===== src/hw/mia_regs.svh =====
// Purpose: constants for the miscellaneous instruction and addressing block
// Assumes: 17-bit instruction words, byte-addressed data RAM
// Notes: field positions follow the instruction encoding
`ifndef MIA_REGS_SVH
`define MIA_REGS_SVH
`define MIA_CLS9A_TOP 7'h74
`define MIA_CLS9B_TOP 7'h7E
`define MIA_CLS9C_TOP 7'h7D
`define MIA_CLS9D_TOP 9'h1FE
`define MIA_TAP_STEP 16'h0002
`define MIA_FILT_CYC 2'h2
`define MIA_CORR_CYC 2'h3
`define MIA_REPEAT_EXTRA 9'h002
`define MIA_FLAG_MAX 16'h027F
`define MIA_SIGN_EXT_BIT 0
`define MIA_SATURATE_BIT 2
`define MIA_FRAC_MODE_BIT 3
`define MIA_IRQ_MASK_BIT 4
`define MIA_TAG_BIT 5
`endif


===== src/hw/mia_pkg.sv =====
// Purpose: types for the miscellaneous instruction and addressing block
// Assumes: nothing beyond the constants header
// Notes: access modes drive address generation
package mia_pkg;
	typedef enum logic [2:0] {
		MIA_ACC_NONE,
		MIA_ACC_BYTE,
		MIA_ACC_BYTE_STR,
		MIA_ACC_WORD,
		MIA_ACC_WORD_STR,
		MIA_ACC_FLAG
	} mia_acc_t;
	typedef enum logic [1:0] {
		MIA_TAP_FILT_COEF,
		MIA_TAP_FILT_DUAL,
		MIA_TAP_CORR_COEF,
		MIA_TAP_CORR_DUAL
	} mia_tap_t;
endpackage : mia_pkg


===== src/hw/mia_agu_if.sv =====
// Purpose: carries address requests from the decoder to the address unit
// Assumes: single clock
// Notes: request is a one-cycle strobe per element
`timescale 1ns/100ps
interface mia_agu_if;
	import mia_pkg::*;
	logic req;
	mia_pkg::mia_acc_t mode;
	logic [15:0] base;
	logic [15:0] ram_addr;
	logic [15:0] step;
	logic flag_ok;
	modport ctl (output req, output mode, output base,
		input ram_addr, input step, input flag_ok);
	modport agu (input req, input mode, input base,
		output ram_addr, output step, output flag_ok);
endinterface : mia_agu_if


===== src/hw/mia_agu.sv =====
// Purpose: data memory address and post-modify generation
// Assumes: base is the current byte or flag address
// Notes: purely combinational
`timescale 1ns/100ps
`include "mia_regs.svh"
module mia_agu import mia_pkg::*; (
	mia_agu_if.agu bus
);
	always_comb begin
		bus.ram_addr = bus.base;
		bus.step = 16'h0000;
		bus.flag_ok = 1'b0;
		unique case (bus.mode)
			MIA_ACC_BYTE, MIA_ACC_BYTE_STR: begin
				bus.step = 16'h0001;
			end
			MIA_ACC_WORD, MIA_ACC_WORD_STR: begin
				bus.ram_addr = {bus.base[15:1], 1'b0};
				bus.step = `MIA_TAP_STEP;
			end
			MIA_ACC_FLAG: begin
				// Flag index counts words, the RAM wants a byte address
				bus.ram_addr = {bus.base[14:0], 1'b0};
				bus.flag_ok = bus.base <= `MIA_FLAG_MAX;
				bus.step = 16'h0000;
			end
			default: begin
				bus.ram_addr = bus.base;
			end
		endcase
	end
endmodule : mia_agu


===== src/hw/mia_core.sv =====
// Purpose: executes miscellaneous instructions and data memory addressing
// Assumes: one instruction presented per instr_valid strobe
// Notes: plain ports, no register bus
// Notes on behaviour
// - fir_tap_coef: RAM times ROM, 32-bit sum, 2 cycles, index +2.
// - fir_tap_dual: two RAM buffers, 32-bit sum, 2 cycles, both index +2.
// - correlate_coef: RAM times ROM, 48-bit sum, 3 cycles, index +2.
// - correlate_dual: two RAM buffers, 48-bit sum, 3 cycles, both +2.
// - repeat_next loads counter, runs next instruction imm+2 times, holds irqs.
// - String length load writes byte immediate.
// - Shift value load writes 4-bit immediate.
// - Pointer load writes, pointer add adds, a 5-bit immediate.
// - loop_begin holds irqs and saves next address on loop stack.
// - loop_end jumps back and subtracts n if index non-negative.
// - Idle stops clocks until an interrupt arrives.
// - Enable sets mask bit, disable clears it.
// - Sign extension bit set or cleared by dedicated instructions.
// - Fractional mode bit set or cleared by dedicated instructions.
// - Saturate mode bit set or cleared by dedicated instructions.
// - String length register holds element count minus two.
// - Byte strings start at any address and step upward by bytes.
// - Word accesses force address bit zero low, one cycle per word.
// - Post-modify by 1 per byte, 2 per word, none for flags.
// - Flag addresses index words 0 to 639, bit 16 only.
// - Each word read copies its flag into the tag bit.
// - String reads leave the tag from the last word.
// - Single byte load zero-fills the upper byte.
`timescale 1ns/100ps
`include "mia_regs.svh"
module mia_core import mia_pkg::*; (
	input wire logic clk,
	input wire logic rst,
	input wire logic instr_valid,
	input wire logic [16:0] instr,
	input wire logic [15:0] next_pc,
	input wire logic [2:0] acc_mode,
	input wire logic [15:0] acc_base,
	input wire logic irq_req,
	input wire logic [16:0] ram_rdata,
	input wire logic [16:0] rom_rdata,
	input wire logic [15:0] loop_count_in,
	output logic busy,
	output logic [15:0] ram_addr,
	output logic ram_rd,
	output logic [15:0] tap_coef_addr,
	output logic [47:0] accum,
	output logic [15:0] index_q,
	output logic [15:0] index_next_q,
	output logic [8:0] repeat_cnt_q,
	output logic [7:0] string_length_reg,
	output logic [3:0] shift_value_reg,
	output logic [4:0] accum_pointer,
	output logic [15:0] loop_count_index,
	output logic pc_load,
	output logic [15:0] pc_target,
	output logic clocks_stopped,
	output logic irq_take,
	output logic [15:0] status_q,
	output logic [15:0] byte_load_data,
	output logic [15:0] string_addr_q
);
	// ****************************************************************
	// Decode
	// ****************************************************************
	logic is9a, is9b, is9c, is9d;
	logic [1:0] sub_a;
	logic [1:0] sub_b;
	logic sub_c;
	logic [3:0] misc_d_subop;
	logic [7:0] byte_immediate;
	logic go;
	logic [15:0] loop_stack_q;
	logic irq_hold;
	logic irq_sync1_q, irq_sync2_q;
	logic irq_pend_q;
	logic [1:0] tap_cyc_q;
	mia_tap_t tap_kind_q;
	logic tap_run_q;
	logic [8:0] string_left_q;
	logic string_run_q;
	logic string_word_q;
	logic [15:0] string_next;
	logic ptr_add;
	logic [47:0] prod;
	mia_agu_if agu_bus ();
	assign is9a = instr[16:10] == `MIA_CLS9A_TOP && instr[5] == 1'b0;
	assign is9b = instr[16:10] == `MIA_CLS9B_TOP && instr[9:8] != 2'b11;
	assign is9c = instr[16:10] == `MIA_CLS9C_TOP;
	assign is9d = instr[16:8] == `MIA_CLS9D_TOP;
	assign sub_a = instr[7:6];
	assign sub_b = instr[9:8];
	assign sub_c = instr[7];
	assign misc_d_subop = instr[7:4];
	assign byte_immediate = instr[7:0];
	// Instructions are not taken while a tap or string runs
	assign go = instr_valid && !busy;
	assign busy = tap_run_q || string_run_q || clocks_stopped;
	// ****************************************************************
	// Address generation
	// ****************************************************************
	assign agu_bus.req = go || string_run_q;
	assign agu_bus.mode = string_run_q ? (string_word_q ?
		MIA_ACC_WORD_STR : MIA_ACC_BYTE_STR) : mia_acc_t'(acc_mode);
	assign agu_bus.base = string_run_q ? string_addr_q : acc_base;
	mia_agu u_agu (.bus(agu_bus.agu));
	assign ram_addr = tap_run_q ? index_q : agu_bus.ram_addr;
	// Taps read the sample buffer, so they strobe the RAM as well
	assign ram_rd = tap_run_q || (agu_bus.req &&
		agu_bus.mode != MIA_ACC_NONE &&
		(agu_bus.mode != MIA_ACC_FLAG || agu_bus.flag_ok));
	assign string_next = agu_bus.ram_addr + agu_bus.step;
	always_ff @(posedge clk) begin
		if (rst) begin
			string_run_q <= 1'b0;
			string_left_q <= 9'h000;
			string_word_q <= 1'b0;
			string_addr_q <= 16'h0000;
		end else if (string_run_q) begin
			string_addr_q <= string_next;
			string_left_q <= string_left_q - 9'h001;
			if (string_left_q == 9'h001) begin
				string_run_q <= 1'b0;
			end
		end else if (go && (acc_mode == MIA_ACC_BYTE_STR ||
			acc_mode == MIA_ACC_WORD_STR)) begin
			// Length register holds count minus two
			string_left_q <= {1'b0, string_length_reg} + 9'h001;
			string_run_q <= 1'b1;
			string_word_q <= acc_mode == MIA_ACC_WORD_STR;
			string_addr_q <= string_next;
		end else if (go && acc_mode != MIA_ACC_NONE) begin
			string_addr_q <= string_next;
		end
	end
	// Byte load: low byte by address parity, upper byte zero
	always_ff @(posedge clk) begin
		if (rst) begin
			byte_load_data <= 16'h0000;
		end else if (ram_rd) begin
			byte_load_data <= agu_bus.ram_addr[0] ?
				{8'h00, ram_rdata[7:0]} : {8'h00, ram_rdata[15:8]};
		end
	end
	// ****************************************************************
	// Status bits
	// ****************************************************************
	always_ff @(posedge clk) begin
		if (rst) begin
			status_q <= 16'h0000;
		end else begin
			if (ram_rd && agu_bus.mode != MIA_ACC_FLAG) begin
				// Last element of a string overwrites earlier tags
				status_q[`MIA_TAG_BIT] <= ram_rdata[16];
			end
			if (go && is9d) begin
				unique case (misc_d_subop)
					4'h8: status_q[`MIA_IRQ_MASK_BIT] <= 1'b1;
					4'h9: status_q[`MIA_IRQ_MASK_BIT] <= 1'b0;
					4'hA: status_q[`MIA_SIGN_EXT_BIT] <= 1'b1;
					4'hB: status_q[`MIA_SIGN_EXT_BIT] <= 1'b0;
					4'hC: status_q[`MIA_FRAC_MODE_BIT] <= 1'b1;
					4'hD: status_q[`MIA_FRAC_MODE_BIT] <= 1'b0;
					4'hE: status_q[`MIA_SATURATE_BIT] <= 1'b1;
					4'hF: status_q[`MIA_SATURATE_BIT] <= 1'b0;
					default: status_q <= status_q;
				endcase
			end
		end
	end
	// ****************************************************************
	// Constant loads
	// ****************************************************************
	assign ptr_add = go && is9c && sub_c;
	always_ff @(posedge clk) begin
		if (rst) begin
			string_length_reg <= 8'h00;
			shift_value_reg <= 4'h0;
			accum_pointer <= 5'h00;
		end else if (go) begin
			if (is9b && sub_b == 2'b01) begin
				string_length_reg <= byte_immediate;
			end
			if (is9b && sub_b == 2'b10) begin
				shift_value_reg <= byte_immediate[3:0];
			end
			if (is9c && !sub_c) begin
				accum_pointer <= instr[4:0];
			end
			if (ptr_add) begin
				accum_pointer <= accum_pointer + instr[4:0];
			end
		end
	end
	// ****************************************************************
	// Repeat, loops, idle and interrupt holding
	// ****************************************************************
	always_ff @(posedge clk) begin
		if (rst) begin
			repeat_cnt_q <= 9'h000;
		end else if (go && is9b && sub_b == 2'b00) begin
			repeat_cnt_q <= {1'b0, byte_immediate} + `MIA_REPEAT_EXTRA;
		end else if (go && !is9a && repeat_cnt_q != 9'h000) begin
			repeat_cnt_q <= repeat_cnt_q - 9'h001;
		end else if (tap_run_q && tap_cyc_q == 2'h1 &&
			repeat_cnt_q != 9'h000) begin
			// A tap counts when it finishes, else busy never drops
			repeat_cnt_q <= repeat_cnt_q - 9'h001;
		end
	end
	always_ff @(posedge clk) begin
		if (rst) begin
			loop_stack_q <= 16'h0000;
			loop_count_index <= 16'h0000;
		end else if (go && is9d && misc_d_subop == 4'h0) begin
			loop_stack_q <= next_pc;
		end else if (go && is9d && misc_d_subop == 4'h1 &&
			!loop_count_in[15]) begin
			loop_count_index <= loop_count_in - (instr[0] ? 16'h0002 :
				16'h0001);
		end else begin
			loop_count_index <= loop_count_in;
		end
	end
	assign pc_load = go && is9d && misc_d_subop == 4'h1 &&
		!loop_count_in[15];
	assign pc_target = loop_stack_q;
	// Two-stage synchroniser for the interrupt pin
	always_ff @(posedge clk) begin
		if (rst) begin
			irq_sync1_q <= 1'b0;
			irq_sync2_q <= 1'b0;
		end else begin
			irq_sync1_q <= irq_req;
			irq_sync2_q <= irq_sync1_q;
		end
	end
	// Held while repeating or between loop markers
	logic in_loop_q;
	always_ff @(posedge clk) begin
		if (rst) begin
			in_loop_q <= 1'b0;
		end else if (go && is9d && misc_d_subop == 4'h0) begin
			in_loop_q <= 1'b1;
		end else if (go && is9d && misc_d_subop == 4'h1 &&
			loop_count_in[15]) begin
			in_loop_q <= 1'b0;
		end
	end
	assign irq_hold = repeat_cnt_q != 9'h000 || in_loop_q || tap_run_q;
	always_ff @(posedge clk) begin
		if (rst) begin
			irq_pend_q <= 1'b0;
		end else if (irq_sync2_q) begin
			irq_pend_q <= 1'b1;
		end else if (irq_take) begin
			irq_pend_q <= 1'b0;
		end
	end
	// Pending request kept, not dropped, until the hold ends
	assign irq_take = irq_pend_q && !irq_hold &&
		status_q[`MIA_IRQ_MASK_BIT];
	always_ff @(posedge clk) begin
		if (rst) begin
			clocks_stopped <= 1'b0;
		end else if (irq_sync2_q || irq_pend_q) begin
			clocks_stopped <= 1'b0;
		end else if (go && is9d && misc_d_subop == 4'h2) begin
			clocks_stopped <= 1'b1;
		end
	end
	// ****************************************************************
	// Filter and correlation taps
	// ****************************************************************
	assign prod = {{16{1'b0}}, 32'(signed'(ram_rdata[15:0]) *
		signed'(!tap_kind_q[0] ?
		rom_rdata[15:0] : ram_rdata[15:0])) };
	assign tap_coef_addr = index_next_q;
	always_ff @(posedge clk) begin
		if (rst) begin
			tap_run_q <= 1'b0;
			tap_cyc_q <= 2'h0;
			tap_kind_q <= MIA_TAP_FILT_COEF;
		end else if (go && is9a) begin
			tap_run_q <= 1'b1;
			tap_kind_q <= mia_tap_t'(sub_a);
			tap_cyc_q <= sub_a[1] ? `MIA_CORR_CYC : `MIA_FILT_CYC;
		end else if (tap_run_q) begin
			if (tap_cyc_q == 2'h1) begin
				tap_run_q <= repeat_cnt_q > 9'h001;
				tap_cyc_q <= tap_kind_q[1] ? `MIA_CORR_CYC : `MIA_FILT_CYC;
			end else begin
				tap_cyc_q <= tap_cyc_q - 2'h1;
			end
		end
	end
	always_ff @(posedge clk) begin
		if (rst) begin
			accum <= 48'h000000000000;
			index_q <= 16'h0000;
			index_next_q <= 16'h0000;
		end else if (go && is9a) begin
			index_q <= acc_base;
			index_next_q <= acc_base + `MIA_TAP_STEP;
		end else if (tap_run_q && tap_cyc_q == 2'h1) begin
			if (tap_kind_q[1]) begin
				accum <= accum + prod;
			end else begin
				accum <= {16'h0000, accum[31:0] + prod[31:0]};
			end
			index_q <= index_q + `MIA_TAP_STEP;
			if (tap_kind_q[0]) begin
				index_next_q <= index_next_q + `MIA_TAP_STEP;
			end
		end
	end
endmodule : mia_core


===== config.mk =====
export PLATFORM = sky130hd
export DESIGN_NAME = mia_core
export DESIGN_NICKNAME = d
export VERILOG_FILES = /design/src/hw/mia_pkg.sv /design/src/hw/mia_agu_if.sv /design/src/hw/mia_agu.sv /design/src/hw/mia_core.sv
export VERILOG_INCLUDE_DIRS = /design/src /design/src/hw
export SDC_FILE = /design/constraint.sdc
export NUM_CORES = 1
export LEC_CHECK = 0
export ABC_AREA = 1
export ABC_CLOCK_PERIOD_IN_PS = 9000
export BUFFER_PORTS_ARGS = -buffer_cell sky130_fd_sc_hd__buf_2
export CORE_ASPECT_RATIO = 1.2
export CORE_MARGIN = 5
export CORE_UTILIZATION = 31
export DETAILED_ROUTE_END_ITERATION = 7
export PLACE_DENSITY_LB_ADDON = 0.1
export SLEW_MARGIN = 10
export SYNTH_ARGS = -nofsm -noshare
export SYNTH_HDL_FRONTEND = slang
export SYNTH_HIERARCHICAL = 1
export SYNTH_SLANG_ARGS = --single-unit

===== constraint.sdc =====
create_clock -name clk -period 9 [get_ports clk]
set_input_delay 0.45 -clock clk [delete_from_list [all_inputs] [get_ports clk]]
set_output_delay 0.45 -clock clk [all_outputs]
set_load 0.02 [all_outputs]

* After elaboration in Yosys (flattened, before gate mapping)
Index checks and enable logic that the tools add are counted.
W data, S select, Z words.
** Word-level totals
- Bits in registers :: 196
- Bits of input ports :: 106
- Output and inout bits :: 223
- Word-level logic and storage cells :: 197
** Cells by class
- Add/subtract/negate cells :: 13
- Multiply operators :: 1
- Order comparisons :: 2
- Eq/ne operators :: 28
- Mux-type cells :: 49
- Bitwise operators :: 3
- Reduce and logical (&&, ||, !) cells :: 74
** Operator list (count)
- $mux W16 :: 12
- $add A16 B2 Y16 const B :: 3
- $add A48 B32 Y48 :: 1
- $mux W48 :: 1
- $mux W9 :: 5
- $add A32 B32 Y32 :: 1
- $eq A4 B4 Y1 const B :: 8
- $mul A16 B16 Y32 :: 1
- $pmux W16 S2 :: 1
- $logic_and A1 B1 Y1 :: 28
- $reduce_bool A2 Y1 :: 11
- $eq A7 B7 Y1 const B :: 3
- $reduce_and A2 Y1 :: 10
- $sub A9 B1 Y9 const B :: 2
- $add A16 B16 Y16 :: 1
- $le A16 B10 Y1 const B :: 1
- $sub A16 B2 Y16 :: 1
- $mux W1 :: 15
- $reduce_bool A3 Y1 :: 4
- $mux W5 :: 2
- $add A8 B1 Y9 const B :: 1
- $add A8 B2 Y9 const B :: 1
- $eq A3 B2 Y1 const B :: 3
- $eq A3 B3 Y1 const B :: 3
- other kinds (26) :: 51

* Logic depth before layout (Yosys ltp)
- Word-level depth :: 12
- Mapped depth :: 41
- Mapped depth without buffers :: 39

* Cells and area by module
The synthesis kept the hierarchy.
** By module, submodules not included
- mia_core :: times used 1, cells each 3308, area an instance 23233.5 sq um, seq. area each 3763.6 sq um
- mia_agu :: times used 1, cells each 78, area an instance 390.4 sq um, seq. area each 0.0 sq um

* Worst setup path after synthesis
No wires, ideal clock.
- Path type :: input to register
- Start point :: input port ram_rdata[5]
- End point :: register accum[45]
- Library setup time :: 0.113 ns
- Arrival time :: 7.760 ns
- Data required time :: 8.887 ns
- Slack :: 1.127 ns
- Stages on the path :: 36
- Path buffers :: 3
- Cell sequence :: clkbuf_1 -> clkinv_1 -> a21oi_1 -> inv_1 -> clkbuf_1 -> nor2_1 -> fa_1 -> inv_1 -> fa_1 -> inv_1 -> fa_1 -> fa_1 -> fa_1 -> inv_1 -> fa_1 -> inv_1 -> ha_1 -> nand2_1 -> nor2_1 -> inv_1 -> nor2_1 -> nand2_1 -> o211ai_1 -> a21oi_1 -> xor2_1 -> ha_1 -> clkbuf_1 -> nand2_1 -> nor2_1 -> nand2_1 -> nor2_1 -> nand3_1 -> nand3_1 -> nand3_1 -> nor2_1 -> nor2_1
** On the way
- Word-level cells in the longest chain between the ends :: 4
** Ends and longest elaborated chain
- start: declaration :: RTL line mia_core.sv:39 : input wire logic [16:0] ram_rdata,
- $mux W16 :: RTL line mia_core.sv:275 : signed'(!tap_kind_q[0] ?
- $mul A16 B16 Y32 * :: RTL line mia_core.sv:274 : assign prod = {{16{1'b0}}, 32'(signed'(ram_rdata[15:0]) *
- $add A48 B32 Y48 * :: RTL line mia_core.sv:306 : accum <= accum + prod;
- $mux W48 * :: RTL line mia_core.sv:305 : if (tap_kind_q[1]) begin
- end signal: assignment :: RTL line mia_core.sv:306
- end signal: assignment :: RTL line mia_core.sv:308 : accum <= {16'h0000, accum[31:0] + prod[31:0]};
- end: declaration :: RTL line mia_core.sv:46 : output logic [47:0] accum,
Every way passes the cells marked *; elsewhere a longest branch is shown, timed or not.
A chain may end at the register's enable or synchronous reset.

* Worst setup path in the final report
- Start point :: register tap_kind_q[0]
- End point :: register accum[39]
** On the way
- Word-level cells in the longest chain between the ends :: 4
** Ends and longest elaborated chain
- start: declaration :: RTL line mia_core.sv:77 : mia_tap_t tap_kind_q;
- start signal: assignment :: RTL line mia_core.sv:285 : tap_kind_q <= mia_tap_t'(sub_a);
- $mux W16 :: RTL line mia_core.sv:275
- $mul A16 B16 Y32 :: RTL line mia_core.sv:274
- $add A48 B32 Y48 :: RTL line mia_core.sv:306
- $mux W48 :: RTL line mia_core.sv:305
Every way passes these cells.

==> reports/summary.txt <==
RSZ-0062 raised after global routing -> no
status -> finished clean
# Max-Cap Violations -> 0
kind of critical path -> reg -> reg
fin. max-slew vios -> 0
die outline height -> 312 um
DRC violations left -> 0
Post-DP HPWL -> 70300 um
Hold Startpoint -> irq_req
Place WS -> 0.426 ns
core area -> 0.0760 mm^2
Crit. End Element -> flop
Slew @ Worst Pin -> 1.13 ns
wire length of the first global-routing pass -> 130000 um
Port Buffers -> 308
CTS Buffer Depth -> 2
Die X -> 262 um
Clock Skew -> 0.0243 ns
H-tree depth -> 4
routed vias/inst -> 4.60
R2R Setup Slk -> 0.54 ns
Iter 0 DRT Violations -> 929
initial antenna violation count -> 4
layout cells sized above 1 -> 14.6%
Final min period -> 8.46 ns
GPL Wtd Cong -> 0.894
CP Launch Point -> tap_kind_q[0]
multi-input logic area -> 0.0166 mm^2
vias in the first global route -> 23100
Highest Clock Rate -> 118 MHz
number of fill cells -> 8487
final hold violations -> 0
CTS tree -> built
TNS Setup -> 0 ns
RR Startpoint -> tap_kind_q[0]
slowest stage delay, CP -> 0.56 ns
vias -> 22000
DRT Pass-1 Iters -> 5
crit-path max FO -> 18
largest net degree at the start of global routing -> 80
remaining global-route overflow -> 0
crit path DAT -> 8.88 ns
NumNets Final -> 4277
Yosys warnings -> 6
Reg area -> 0.00376 mm^2
area of the mapped netlist -> 0.0236 mm^2
Slowest-stage cell, CP -> dfxtp_1
max reg flops -> 48
Ports -> 329
Die Area -> 0.0818 mm^2
Reg clk slew, reported paths -> 0.08 ns
Area Growth Syn to Fin -> 16.9%
FF-to-FF path depth -> 34
diodes inserted -> 0
Rel. slew slack -> 24.3%
HP Class -> in -> reg
clk_lat worst skew -> 0.51 ns
clock tree root driver cell -> clkbuf_16
Initial Util -> 31.1%
crit path to -> accum[39]
FP Rows -> 111
gr usage total -> 20.6%
Cells after Synth -> 3385
CTS Buf Count -> 17
sink count of the clock tree -> 188
wire per inst -> 17.5 um
Startpoint Class -> flop
FF-to-FF End -> accum[39]
final WL -> 83700 um
Setup-failing EPs final -> 0
worst setup margin -> 0.540 ns
Syn Area/Cell -> 6.98 um^2
Detail Route Antenna Nets -> 0
Top reg by flops -> accum
required time of the critical path -> 9.42 ns
period utilization -> 94.0%
[critical path, delay by kind of cell (launching register included)]
family                     cells  cell delay (ns)
DFF                            1             0.56
adders and majority gates      8             3.80
AOI/OAI and AO/OA              6             0.89
buffers and inverters         10             1.55
and+or+nand+nor               10             1.58
[worst min-delay path by stage]
stage | end | slack [ns] | cells past startpoint
2_1_floorplan | irq_sync2_q | 0.39 | 2
6_report | irq_sync1_q | 0.15 | 3
3_3_place_gp | irq_sync2_q | 0.39 | 2
3_5_place_dp | irq_sync2_q | 0.39 | 2
4_1_cts | irq_sync1_q | 0.11 | 3
5_1_grt | irq_sync1_q | 0.16 | 3
[area by class of cell]
| cell class | count | area share, % |
|---|---|---|
| Multi-Input combinational cell | 2395 | 60.1 |
| Timing Repair Buffer | 475 | 10.3 |
| Clock buffer | 22 | 1.68 |
| Sequential cell | 188 | 13.6 |
| Clock inverter | 10 | 0.367 |
| Inverter | 684 | 9.33 |
| Tap cell | 1017 | 4.61 |
[repair_timing]
action / CTS / global route
resized for setup: 0 / 2
setup buffers: 0 / 0
setup endpoints to repair: 0 / 14
hold buffers: 0 / 0
[stage by stage]
stage               cell area [um^2]  hold slack, ns  util [%]  std cells
global route                   27600           0.156      36.3       4791
CTS                            27600           0.109      36.3       4791
finish                         27600           0.150      36.3       4791
detailed placement             27000           0.395      35.6       4759
global placement               27000           0.393      35.6       4759
floorplan                      23700           0.388         -       3416
[placed cells by master, fill, tap and decap left out, types with 115 or more instances in the layout]
cell	instances
buf_4	163
nand3_1	115
o21ai_0	191
inv_1	662
nand2_1	689
fa_1	266
dfxtp_1	188
buf_2	308
a21oi_1	221
nor2_1	387
ha_1	144
[routing by layer]
layer	wire length (um)	GRT usage [%]	vias to the layer above	share of wire, %
met2	42500	37.1	476	51
li1	-	-	11100	-
met5	25	0	-	0.030
met1	34100	24.2	10300	41
met3	4050	3.97	110	4.8
met4	2970	7.19	4	3.6
Power is not shown: default switching activity piles up to over one toggle a cycle in this logic, so the estimate is an artifact.
